<file path="src/pin_route_pkg.sv">
// Constants shared by the peripheral pin routing block.
`default_nettype none
package pin_route_pkg;
  // Bus geometry: byte address width, register index is address / 4.
  localparam int         ADDR_W       = 8;
  localparam int         IDX_W        = ADDR_W - 2;
  // Register indices (byte address is four times the index).
  localparam logic [5:0] IDX_TWO_WIRE = 6'h05;
  localparam logic [5:0] IDX_TIMER_A  = 6'h06;
  localparam logic [5:0] IDX_TIMER_B  = 6'h07;
  localparam logic [5:0] IDX_TIMER_D  = 6'h08;
  localparam logic [5:0] IDX_COMP     = 6'h09;
  localparam logic [5:0] IDX_ZERO_X   = 6'h0A;
  // Field widths and positions.
  localparam int         TWI_W        = 2;
  localparam int         TA_W         = 3;
  localparam int         TA0_LSB      = 0;
  localparam int         TA1_LSB      = 3;
  localparam int         TB_W         = 5;
  localparam int         TD_W         = 3;
  localparam int         CMP_W        = 3;
  localparam int         ZC_W         = 3;
  // Reset values of every routing register.
  localparam logic [7:0] RST_ROUTE    = 8'h00;
  // Field encodings.
  localparam logic [1:0] TWI_ALT_TWO  = 2'h2;
  localparam logic [1:0] TWI_RSVD     = 2'h3;
  localparam logic [2:0] TA0_RSVD     = 3'h7;
  localparam logic [2:0] TA1_PORT_G   = 3'h3;
  localparam logic [2:0] TD_ALT_THREE = 3'h3;
  // Port numbering and pin space.
  localparam int         PORT_A       = 0;
  localparam int         PORT_B       = 1;
  localparam int         PORT_C       = 2;
  localparam int         PORT_D       = 3;
  localparam int         PORT_E       = 4;
  localparam int         PORT_F       = 5;
  localparam int         PORT_G       = 6;
  localparam int         PINS_PER     = 8;
  localparam int         NUM_PINS     = 56;
  // Default and alternate pins of the single-output timers 0..4.
  localparam int TB_DEF_PIN [TB_W] = '{2, 3, 16, 13, 51};
  localparam int TB_ALT_PIN [TB_W] = '{44, 45, 12, 17, 22};

  // Flat pin index of pin n on port p.
  function automatic int pin_idx(input int p, input int n);
    return p * PINS_PER + n;
  endfunction : pin_idx
endpackage : pin_route_pkg
`default_nettype wire

</file>
<file path="src/sync_2ff.sv">
// Two-flop synchroniser for a vector of asynchronous pin levels.
`default_nettype none
module sync_2ff #(
  parameter int W = 8
) (
  // Clock and reset.
  input  wire logic         clk,
  input  wire logic         rst_n,
  // Asynchronous levels in, synchronised levels out.
  input  wire logic [W-1:0] d,
  output logic      [W-1:0] q
);
  logic [W-1:0] meta_r; // First stage, read only by the second stage.

  // Two stages of flops; nothing else looks at the first one.
  // Both stages reset high, the pull-up idle level of the pins, so that a
  // routed input does not see a false falling edge just after reset.
  always_ff @(posedge clk or negedge rst_n)
  begin
    if (!rst_n)
    begin
      meta_r <= '1;
      q      <= '1;
    end
    else
    begin
      meta_r <= d;
      q      <= meta_r;
    end
  end
endmodule : sync_2ff
`default_nettype wire

</file>
<file path="src/peripheral_pin_routing.sv">
// Peripheral pin routing: AHB-Lite registers steering signals onto pins.
`default_nettype none
module peripheral_pin_routing (
  // Clock and reset.
  input  wire logic                              clk,
  input  wire logic                              rst_n,
  // AHB-Lite slave.
  input  wire logic                              hsel,
  input  wire logic [pin_route_pkg::ADDR_W-1:0]  haddr,
  input  wire logic [1:0]                        htrans,
  input  wire logic                              hwrite,
  input  wire logic [2:0]                        hsize,
  input  wire logic [31:0]                       hwdata,
  input  wire logic                              hready,
  output logic      [31:0]                       hrdata,
  output logic                                   hreadyout,
  output logic                                   hresp,
  // Two-wire interface 0, host/client side.
  input  wire logic                              host_sda_out,
  input  wire logic                              host_sda_oe,
  input  wire logic                              host_scl_out,
  input  wire logic                              host_scl_oe,
  output logic                                   host_sda_in,
  output logic                                   host_scl_in,
  // Two-wire interface 0, dual-mode client side.
  input  wire logic                              dual_mode_en,
  input  wire logic                              client_sda_out,
  input  wire logic                              client_sda_oe,
  input  wire logic                              client_scl_out,
  input  wire logic                              client_scl_oe,
  output logic                                   client_sda_in,
  output logic                                   client_scl_in,
  // Timer and analog outputs.
  input  wire logic [5:0]                        wave_timer_a0_out,
  input  wire logic [5:0]                        wave_timer_a1_out,
  input  wire logic [4:0]                        single_timer_b_out,
  input  wire logic [3:0]                        quad_timer_d0_out,
  input  wire logic [2:0]                        comparator_out,
  input  wire logic [2:0]                        zero_cross_out,
  // Port pins A..G, eight per port, pin n of port p at p*8+n.
  input  wire logic [pin_route_pkg::NUM_PINS-1:0] pin_in,
  output logic      [pin_route_pkg::NUM_PINS-1:0] pin_out,
  output logic      [pin_route_pkg::NUM_PINS-1:0] pin_oe
);
  import pin_route_pkg::*;

  // Routing registers and their next values.
  logic [TWI_W-1:0]   twi_route_r, twi_route_nxt;     // Two-wire field.
  logic [2*TA_W-1:0]  ta_route_r, ta_route_nxt;       // Timer A fields.
  logic [TB_W-1:0]    tb_route_r, tb_route_nxt;       // Timer B bits.
  logic [TD_W-1:0]    td_route_r, td_route_nxt;       // Timer D field.
  logic [CMP_W-1:0]   cmp_route_r, cmp_route_nxt;     // Comparator bits.
  logic [ZC_W-1:0]    zc_route_r, zc_route_nxt;       // Zero-cross bits.
  // Bus data-phase bookkeeping.
  logic               wr_phase_r, wr_phase_nxt;       // Write pending.
  logic               rd_phase_r, rd_phase_nxt;       // Read in data phase.
  logic [IDX_W-1:0]   idx_r, idx_nxt;                 // Latched index.
  logic [31:0]        hrdata_r, hrdata_nxt;           // Read data flop.
  logic               take;                           // Address accepted.
  // Pin-side values.
  logic [NUM_PINS-1:0] pin_sync;                      // Synchronised pins.
  logic [NUM_PINS-1:0] out_nxt, oe_nxt;               // Next pin drive.
  logic [3:0]          twi_in_nxt, twi_in_r;          // Two-wire inputs.
  logic [2:0]          ta0_sel, ta1_sel;              // Timer A fields.

  assign take      = hsel && htrans[1] && hready;
  assign hreadyout = 1'b1;   // Zero wait states on every access.
  assign hresp     = 1'b0;   // Always OKAY.
  assign hrdata    = hrdata_r;
  assign ta0_sel   = ta_route_r[TA0_LSB +: TA_W];
  assign ta1_sel   = ta_route_r[TA1_LSB +: TA_W];

  // Pins are asynchronous to this clock, so they pass two flops first.
  sync_2ff #(
    .W (NUM_PINS)
  ) u_pin_sync (
    .clk   (clk),
    .rst_n (rst_n),
    .d     (pin_in),
    .q     (pin_sync)
  );

  // Bus phase tracking and register writes in the data phase.
  always_comb
  begin
    wr_phase_nxt  = take && hwrite;
    rd_phase_nxt  = take && !hwrite;
    idx_nxt       = take ? haddr[ADDR_W-1:2] : idx_r;
    twi_route_nxt = twi_route_r;
    ta_route_nxt  = ta_route_r;
    tb_route_nxt  = tb_route_r;
    td_route_nxt  = td_route_r;
    cmp_route_nxt = cmp_route_r;
    zc_route_nxt  = zc_route_r;
    // Only the defined field bits are stored; the rest are dropped.
    if (wr_phase_r)
    begin
      unique case (idx_r)
        IDX_TWO_WIRE: twi_route_nxt = hwdata[TWI_W-1:0];
        IDX_TIMER_A:  ta_route_nxt  = hwdata[2*TA_W-1:0];
        IDX_TIMER_B:  tb_route_nxt  = hwdata[TB_W-1:0];
        IDX_TIMER_D:  td_route_nxt  = hwdata[TD_W-1:0];
        IDX_COMP:     cmp_route_nxt = hwdata[CMP_W-1:0];
        IDX_ZERO_X:   zc_route_nxt  = hwdata[ZC_W-1:0];
        default:      twi_route_nxt = twi_route_r;
      endcase
    end
    // Read data comes from next values so a read right after a write
    // sees the new contents; unmapped addresses read zero.
    hrdata_nxt = hrdata_r;
    if (rd_phase_nxt)
    begin
      unique case (haddr[ADDR_W-1:2])
        IDX_TWO_WIRE: hrdata_nxt = {30'h0, twi_route_nxt};
        IDX_TIMER_A:  hrdata_nxt = {26'h0, ta_route_nxt};
        IDX_TIMER_B:  hrdata_nxt = {27'h0, tb_route_nxt};
        IDX_TIMER_D:  hrdata_nxt = {29'h0, td_route_nxt};
        IDX_COMP:     hrdata_nxt = {29'h0, cmp_route_nxt};
        IDX_ZERO_X:   hrdata_nxt = {29'h0, zc_route_nxt};
        default:      hrdata_nxt = 32'h00000000;
      endcase
    end
  end

  // Register state; every routing field starts at its default pins.
  always_ff @(posedge clk or negedge rst_n)
  begin
    if (!rst_n)
    begin
      twi_route_r <= RST_ROUTE[TWI_W-1:0];
      ta_route_r  <= RST_ROUTE[2*TA_W-1:0];
      tb_route_r  <= RST_ROUTE[TB_W-1:0];
      td_route_r  <= RST_ROUTE[TD_W-1:0];
      cmp_route_r <= RST_ROUTE[CMP_W-1:0];
      zc_route_r  <= RST_ROUTE[ZC_W-1:0];
      wr_phase_r  <= 1'b0;
      rd_phase_r  <= 1'b0;
      idx_r       <= '0;
      hrdata_r    <= 32'h00000000;
    end
    else
    begin
      twi_route_r <= twi_route_nxt;
      ta_route_r  <= ta_route_nxt;
      tb_route_r  <= tb_route_nxt;
      td_route_r  <= td_route_nxt;
      cmp_route_r <= cmp_route_nxt;
      zc_route_r  <= zc_route_nxt;
      wr_phase_r  <= wr_phase_nxt;
      rd_phase_r  <= rd_phase_nxt;
      idx_r       <= idx_nxt;
      hrdata_r    <= hrdata_nxt;
    end
  end

  // Pin mux. Sources are applied from lowest to highest priority, so a
  // later source claiming the same pin overrides an earlier one.
  always_comb
  begin
    int hs_sda;
    int hs_scl;
    int cl_sda;
    int cl_scl;
    hs_sda  = -1;
    hs_scl  = -1;
    cl_sda  = -1;
    cl_scl  = -1;
    out_nxt = '0;
    oe_nxt  = '0;
    // Zero-cross outputs: A7 by default, C7 when the bit is set.
    for (int i = 0; i < ZC_W; i++)
    begin
      out_nxt[zc_route_r[i] ? pin_idx(PORT_C, 7) : pin_idx(PORT_A, 7)]
        = zero_cross_out[i];
      oe_nxt[zc_route_r[i] ? pin_idx(PORT_C, 7) : pin_idx(PORT_A, 7)]
        = 1'b1;
    end
    // Comparator outputs: A7 by default, C6 when the bit is set.
    for (int i = 0; i < CMP_W; i++)
    begin
      out_nxt[cmp_route_r[i] ? pin_idx(PORT_C, 6) : pin_idx(PORT_A, 7)]
        = comparator_out[i];
      oe_nxt[cmp_route_r[i] ? pin_idx(PORT_C, 6) : pin_idx(PORT_A, 7)]
        = 1'b1;
    end
    // Single-output timers: one bit picks default or alternate pin.
    for (int i = 0; i < TB_W; i++)
    begin
      out_nxt[tb_route_r[i] ? TB_ALT_PIN[i] : TB_DEF_PIN[i]]
        = single_timer_b_out[i];
      oe_nxt[tb_route_r[i] ? TB_ALT_PIN[i] : TB_DEF_PIN[i]]
        = 1'b1;
    end
    // Timer A1: full six outputs on B and G, three on C and E.
    for (int i = 0; i < 6; i++)
    begin
      unique case (ta1_sel)
        3'h0:
        begin
          out_nxt[pin_idx(PORT_B, i)] = wave_timer_a1_out[i];
          oe_nxt[pin_idx(PORT_B, i)]  = 1'b1;
        end
        3'h1, 3'h2:
        begin
          if (i < 3)
          begin
            out_nxt[pin_idx(ta1_sel[1] ? PORT_E : PORT_C, i + 4)]
              = wave_timer_a1_out[i];
            oe_nxt[pin_idx(ta1_sel[1] ? PORT_E : PORT_C, i + 4)] = 1'b1;
          end
        end
        TA1_PORT_G:
        begin
          out_nxt[pin_idx(PORT_G, i)] = wave_timer_a1_out[i];
          oe_nxt[pin_idx(PORT_G, i)]  = 1'b1;
        end
        default: oe_nxt[0] = oe_nxt[0];  // Reserved: not connected.
      endcase
      // Timer A0: value is the port number; the top code is reserved.
      if (ta0_sel != TA0_RSVD)
      begin
        out_nxt[pin_idx(int'(ta0_sel), i)] = wave_timer_a0_out[i];
        oe_nxt[pin_idx(int'(ta0_sel), i)]  = 1'b1;
      end
    end
    // Timer D: four outputs on a nibble of one port.
    for (int i = 0; i < 4; i++)
    begin
      unique case (td_route_r)
        3'h0:
        begin
          out_nxt[pin_idx(PORT_A, i + 4)] = quad_timer_d0_out[i];
          oe_nxt[pin_idx(PORT_A, i + 4)]  = 1'b1;
        end
        3'h1:
        begin
          out_nxt[pin_idx(PORT_B, i + 4)] = quad_timer_d0_out[i];
          oe_nxt[pin_idx(PORT_B, i + 4)]  = 1'b1;
        end
        3'h2:
        begin
          out_nxt[pin_idx(PORT_F, i)] = quad_timer_d0_out[i];
          oe_nxt[pin_idx(PORT_F, i)]  = 1'b1;
        end
        TD_ALT_THREE:
        begin
          out_nxt[pin_idx(PORT_G, i + 4)] = quad_timer_d0_out[i];
          oe_nxt[pin_idx(PORT_G, i + 4)]  = 1'b1;
        end
        default: oe_nxt[0] = oe_nxt[0];  // Reserved: not connected.
      endcase
    end
    // Two-wire pins; the pairs are open drain, so the peripheral's own
    // enables pass straight through.
    if (twi_route_r == TWI_ALT_TWO)
    begin
      hs_sda = pin_idx(PORT_C, 2);
      hs_scl = pin_idx(PORT_C, 3);
    end
    else if (twi_route_r != TWI_RSVD)
    begin
      hs_sda = pin_idx(PORT_A, 2);
      hs_scl = pin_idx(PORT_A, 3);
    end
    // The client pair exists only in dual mode; C6/C7 suit normal and
    // fast speed only, which is the user's concern.
    if (dual_mode_en && twi_route_r == 2'h0)
    begin
      cl_sda = pin_idx(PORT_C, 2);
      cl_scl = pin_idx(PORT_C, 3);
    end
    else if (dual_mode_en && twi_route_r != TWI_RSVD)
    begin
      cl_sda = pin_idx(PORT_C, 6);
      cl_scl = pin_idx(PORT_C, 7);
    end
    if (cl_sda >= 0)
    begin
      out_nxt[cl_sda] = client_sda_out;
      oe_nxt[cl_sda]  = client_sda_oe;
      out_nxt[cl_scl] = client_scl_out;
      oe_nxt[cl_scl]  = client_scl_oe;
    end
    if (hs_sda >= 0)
    begin
      out_nxt[hs_sda] = host_sda_out;
      oe_nxt[hs_sda]  = host_sda_oe;
      out_nxt[hs_scl] = host_scl_out;
      oe_nxt[hs_scl]  = host_scl_oe;
    end
    // A disconnected two-wire input reads as the idle high level.
    twi_in_nxt[0] = (hs_sda >= 0) ? pin_sync[hs_sda] : 1'b1;
    twi_in_nxt[1] = (hs_scl >= 0) ? pin_sync[hs_scl] : 1'b1;
    twi_in_nxt[2] = (cl_sda >= 0) ? pin_sync[cl_sda] : 1'b1;
    twi_in_nxt[3] = (cl_scl >= 0) ? pin_sync[cl_scl] : 1'b1;
  end

  // Pin drive and two-wire inputs come from flops.
  always_ff @(posedge clk or negedge rst_n)
  begin
    if (!rst_n)
    begin
      pin_out  <= '0;
      pin_oe   <= '0;
      twi_in_r <= 4'hF;
    end
    else
    begin
      pin_out  <= out_nxt;
      pin_oe   <= oe_nxt;
      twi_in_r <= twi_in_nxt;
    end
  end

  assign host_sda_in   = twi_in_r[0];
  assign host_scl_in   = twi_in_r[1];
  assign client_sda_in = twi_in_r[2];
  assign client_scl_in = twi_in_r[3];
endmodule : peripheral_pin_routing
`default_nettype wire

</file>
<file path="config.mk">
export PLATFORM = sky130hd
export DESIGN_NAME = peripheral_pin_routing
export DESIGN_NICKNAME = d
export VERILOG_FILES = /design/src/pin_route_pkg.sv /design/src/sync_2ff.sv /design/src/peripheral_pin_routing.sv
export SDC_FILE = /design/constraint.sdc
export NUM_CORES = 1
export LEC_CHECK = 0
export ABC_AREA = 1
export BUFFER_PORTS_ARGS = -buffer_cell sky130_fd_sc_hd__buf_2
export CORE_ASPECT_RATIO = 0.6
export CORE_UTILIZATION = 41
export CTS_CLUSTER_SIZE = 12
export DETAILED_ROUTE_END_ITERATION = 12
export PLACE_DENSITY = 0.76
export SYNTH_ARGS = -nofsm -noshare
export SYNTH_HDL_FRONTEND = slang
export SYNTH_SLANG_ARGS = --single-unit
</file>
<file path="constraint.sdc">
create_clock -name clk -period 1.3 [get_ports clk]
set_input_delay 0.13 -clock clk [delete_from_list [all_inputs] [get_ports clk]]
set_output_delay 0.13 -clock clk [all_outputs]
set_load 0.005 [all_outputs]
</file>
### After elaboration in Yosys (flattened, before gate mapping)

Cells that the tools add are included.

* register bits after elaboration: 289
* bits in latches: 0
* RAM bits: 0
* bits in read-only memories: 0
* bits of input ports: 142
* output and inout port bits: 150
* memories: 0

* $add $sub $neg: 8
* multiply operators: 0
* divide/modulo/power cells: 0
* magnitude comparators: 52
* equality and inequality tests: 21
* shift operators: 0
* muxes and demuxes: 217
* bitwise operators: 20
* reductions and logical operators: 35

Operators by type and width (count)
* $bwmux 56: 27
* $or 56x56->56: 18
* $mux 56: 16
* $ge 32x1->1 const B: 10
* $mux 32: 8
* $mux 39: 6
* $lt 32x8->1 const B: 6
* $demux 1 s6: 23
* $mux 1: 83
* $add 32x4->32 const B: 2
* $mux 5: 12
* $and 56x56->56: 1
* $lt 5x7->1 const B: 8
* $or 56x49->56: 1
* $ge 7x1->1 const B: 6
* $lt 7x7->1 const B: 6
* $mux 6: 7
* $ge 5x1->1 const B: 8
* $eq 6x3->1 const B: 6
* $eq 6x4->1 const B: 6
* $pmux 6 s6: 1
* $logic_and 1x1->1: 30
* $lt 6x7->1 const B: 4
* $bmux 1 s6: 4
* other kinds (21): 54

### Logic depth before layout (Yosys ltp)

* word-level depth: 44
* gate-level depth with buffers: 12
* depth with buffers taken out: 11

### Hierarchy

Synthesis repeated with hierarchy kept, for this count alone.

* cell total of the unflattened synthesis: 717
* area, all modules: 8444.3 um^2

By module, submodules not included
* peripheral_pin_routing: times used 1, cells each 605, area each 5501.5 um^2, seq. area each 3007.9 um^2
* sync_2ff: times used 1, cells each 112, area each 2942.8 um^2, seq. area each 2942.8 um^2

### Least setup slack after synthesis

OpenSTA, ideal clock, no wires.

* path type: register to register
* start point: register idx_r[4]
* end point: register hrdata_r[0] (netlist: hrdata[0])
* data arrival time: 1237 ps
* data required time: 1183 ps
* path slack: -54 ps
* cell stages (with the launch flop): 12
* buffers on the path: 1
* clock period less this slack: 1354 ps
* path through: dfrtp_1 > inv_1 > nand2_1 > nor2_4 > buf_6 > nand3_1 > nand3_1 > nand2_1 > nor2_1 > nand2_1 > nand2_1 > nand2_1

* cells in the longest elaborated chain, start to end: 4

RTL lines
* start: declaration: line peripheral_pin_routing.sv:57 `logic [IDX_W-1:0] idx_r, idx_nxt;`
* start signal: assignment: line peripheral_pin_routing.sv:151 `idx_r <= idx_nxt;`
* $eq 6x4->1 or $eq 6x3->1 (tied branches): line peripheral_pin_routing.sv:98 `unique case (idx_r)`
* $mux 3, or another cell as far along: line peripheral_pin_routing.sv:98
* $mux 3, or another cell as far along: line peripheral_pin_routing.sv:96 `if (wr_phase_r)`
* $pmux 6 s6 *: line peripheral_pin_routing.sv:113 `unique case (haddr[ADDR_W-1:2])`
* end signal: assignment: line peripheral_pin_routing.sv:152 `hrdata_r <= hrdata_nxt;`
* end: declaration: line peripheral_pin_routing.sv:58 `logic [31:0] hrdata_r, hrdata_nxt;`

Every way passes the cells marked *; elsewhere a longest branch is shown, timed or not.
A chain may end at the register's enable or synchronous reset.

### Final worst setup path

Ends and elaborated chain as after synthesis.

==> flow_summary.ini <==
[critical_path]
critical_path_class = flip-flop to flip-flop
r2r_end = hrdata[0]$_DFFE_PN0P_
cp-start-kind = flip-flop
arrival_ns = 1.92
crit_path_max_fanout = 6
reg2reg_depth = 12
reg2reg_slack_ns = -0.30
cp.required_ns = 1.62
critPathCaptureType = flip-flop
worstReg2RegStart = idx_r[4]$_DFFE_PN0P_

[timing]
hold_violations = 1
setup_viol = 25
finClkSkew_ns = 0.0104
max_freq_ghz = 0.624
hold_slack_ns = -0.00207
worst_slack_ns = -0.303
final_max_slew_viol_count = 0
rsz0062_at_grt = true
timing.final.crit_share_pct = 123
min_period_ns = 1.60

[placement]
gp_congestion = 0.951
placed_cells = 1012
portBuffers = 173
hpwl_um = 12200

[global_routing]
grt_pass1_vias = 4797
antenna_found_initial = 1
grt_start_max_net_pins = 40
grtUsageTotal_pct = 24.1
overflow = 0
grt_pass1_wl_um = 25800

[power_and_ir_drop]
power_leakage_nw = 4.57
p_clk_share_pct = 39.3
switching_share_pct = 31.5
p_per_area_nw_per_um2 = 1440
vdd_ir_drop_max_mv = 1.00
pwr-share-seq_pct = 39.9
comb_power_share_pct = 20.8
p_total_mw = 12.3
p_int_mw = 8.45
power_switching_mw = 3.88

[final_layout]
final_common_cell = buf_2
fin_cells = 1102
diodes = 0
nets = 1039
layout-drive-gt1-share_pct = 44.8
final_cell_mix = 172 x buf_2, 111 x dfrtp_1, 85 x nand2_1, 66 x buf_4, 52 x nand3_1
area_growth_pct = 49.1
utilization_pct = 62.6

[synth]
synth_edf_count = 0
syn_avg_cell_area_sq_um = 9.32
synth_flop_cell = dfrtp_1
synth_top_area_cell = dfrtp_1
synth-seq-cells = 132
seq_area_frac_synth_pct = 57.9
ys_types = 33
synthCells = 616
yosysWarnings = 0
synth.area.top_cells = dfrtp_1 51%, buf_4 7.7%, dfstp_2 7.3%
syn_area_sq_um = 5740
ys_async_sr_fraction_pct = 100
synth_top_area_share_pct = 50.6

[drt]
drc = 0
drt-total-wl_um = 17900
drtIter0Drc = 407
num_vias = 5347
ant_nets = 0
first_pass_iters = 5
wire_per_inst_um = 16.2
via_per_inst = 4.85

[clock_network]
cts.sinks = 132
cts_tree = yes
cts_buffers = 17
clk_pin_slew_ns = 0.06
cts_root_buf = clkbuf_16
h-tree-depth = 4
clockBufferDepth = 2
clk_latency_ns = 0.43

[worst_hold_path]
hold_depth = 3
hold_class = input port to flip-flop
min_from = single_timer_b_out[4]
worstHoldEndpoint = pin_out[51]$_DFF_PN0_

[floorplanning]
die_width_um = 155
die-height_um = 93.7
core_region_area_sq_um = 13700
fp.dieArea_sq_um = 14500
start_util_pct = 42.0
io_pins = 292
rows = 33

[flow_run]
maxCapViolCount = 0

[status]
failed_checks = hold timing, setup timing
status = finished with violations
-- worst max-delay path by stage --
stage	startpoint	to	slack, ns	depth (start not counted)
detailed placement	idx_r[0]$_DFFE_PN0P_	hrdata[0]$_DFFE_PN0P_	-0.18	10
global route	idx_r[4]$_DFFE_PN0P_	hrdata[0]$_DFFE_PN0P_	-0.37	12
CTS	idx_r[1]$_DFFE_PN0P_	hrdata[4]$_DFFE_PN0P_	-0.18	9
global placement	idx_r[4]$_DFFE_PN0P_	hrdata[4]$_DFFE_PN0P_	-0.13	10
floorplan	idx_r[4]$_DFFE_PN0P_	hrdata[0]$_DFFE_PN0P_	-0.05	11
finish	idx_r[4]$_DFFE_PN0P_	hrdata[0]$_DFFE_PN0P_	-0.30	12
-- state kept, by name (all words and copies together) (netlist names) --
signal / flops
pin_out: 52
pin_oe: 29
hrdata: 6
idx_r: 6
ta_route_r: 6
u_pin_sync.meta_r: 6
u_pin_sync.q: 6
tb_route_r: 5
twi_in_r: 4
cmp_route_r: 3
td_route_r: 3
zc_route_r: 3
twi_route_r: 2
wr_phase_r: 1
-- power by group through the flow --
stage | clock, mW | combinational, mW | sequential, mW
after floorplan | 0 | 1.01 | 4.94
after global placement | 0 | 2.07 | 4.92
after detailed placement | 0 | 2.10 | 4.93
after CTS | 4.87 | 2.27 | 4.87
after global routing | 5.06 | 2.82 | 4.96
final | 4.84 | 2.56 | 4.92
-- final cells by class --
class	instances	area, sq um
clock buffers	18	450
clock inverters	14	148
flip-flops and latches	132	3330
repair buffers	291	1990
well taps	192	240
fillers	1058	5100
inverters	75	294
multi-input cells	380	2110
-- cell usage after synthesis, drive strengths merged (12+ instances only) --
| library cell | number |
|---|---|
| dfrtp | 116 |
| and2 | 17 |
| nand3 | 61 |
| nor3 | 12 |
| nand4 | 13 |
| inv | 74 |
| o21ai | 40 |
| a21oi | 13 |
| buf | 61 |
| nand2 | 106 |
| dfstp | 16 |
| nor2 | 57 |
-- logic make-up after synthesis --
logic type	count (synthesis)	synth area share [%]
AO/OA/AOI/OAI	75	7.26
AND/OR/NAND/NOR	267	21.4
buffers and inverters	140	13.3
flip-flops	132	57.9
other	2	0.131
-- metal layers --
layer  vias up  track usage (%)  wire length [um]
met5         -                0                11
met4         2             6.68               271
met3        36             7.10              1440
met2       280             35.0              7900
met1      2565             34.8              8230
li1       2464                -                 -
-- per-stage QoR --
step           area (sq um)  setup slack [ns]  hold WS, ns  setup TNS [ns]
3_5_place_dp           7020            -0.180       0.0770           -1.85
2_1_floorplan          5880           -0.0537       -0.166          -0.121
6_report               8560            -0.303     -0.00207           -2.48
3_3_place_gp           7020            -0.131       0.0734          -0.776
5_1_grt                8560            -0.366       0.0160           -4.46
4_1_cts                8140            -0.178     0.000302           -1.12
-- timing repair --
item                                   in CTS  in global routing
pin swaps                                   6                 30
endpoints found under the hold margin     163                  0
setup endpoints to repair                  43                 76
hold buffers                               35                  0
gates resized for setup                    27                111
setup buffers                               5                 18
gates cloned                                2                  0
-- critical path, cell delays in order (launching register included) --
cell and delay [ns]:
dfrtp_1 0.37, inv_2 0.06, nand2_2 0.06, nor2_4 0.17, buf_12 0.14, buf_16 0.12
nand4_1 0.12, nand3_1 0.12, nand2_1 0.08, inv_1 0.08, nand2_1 0.07, nand2_1 0.06
nand2_1 0.04
Note: power is estimated with default switching activity, not from simulation.
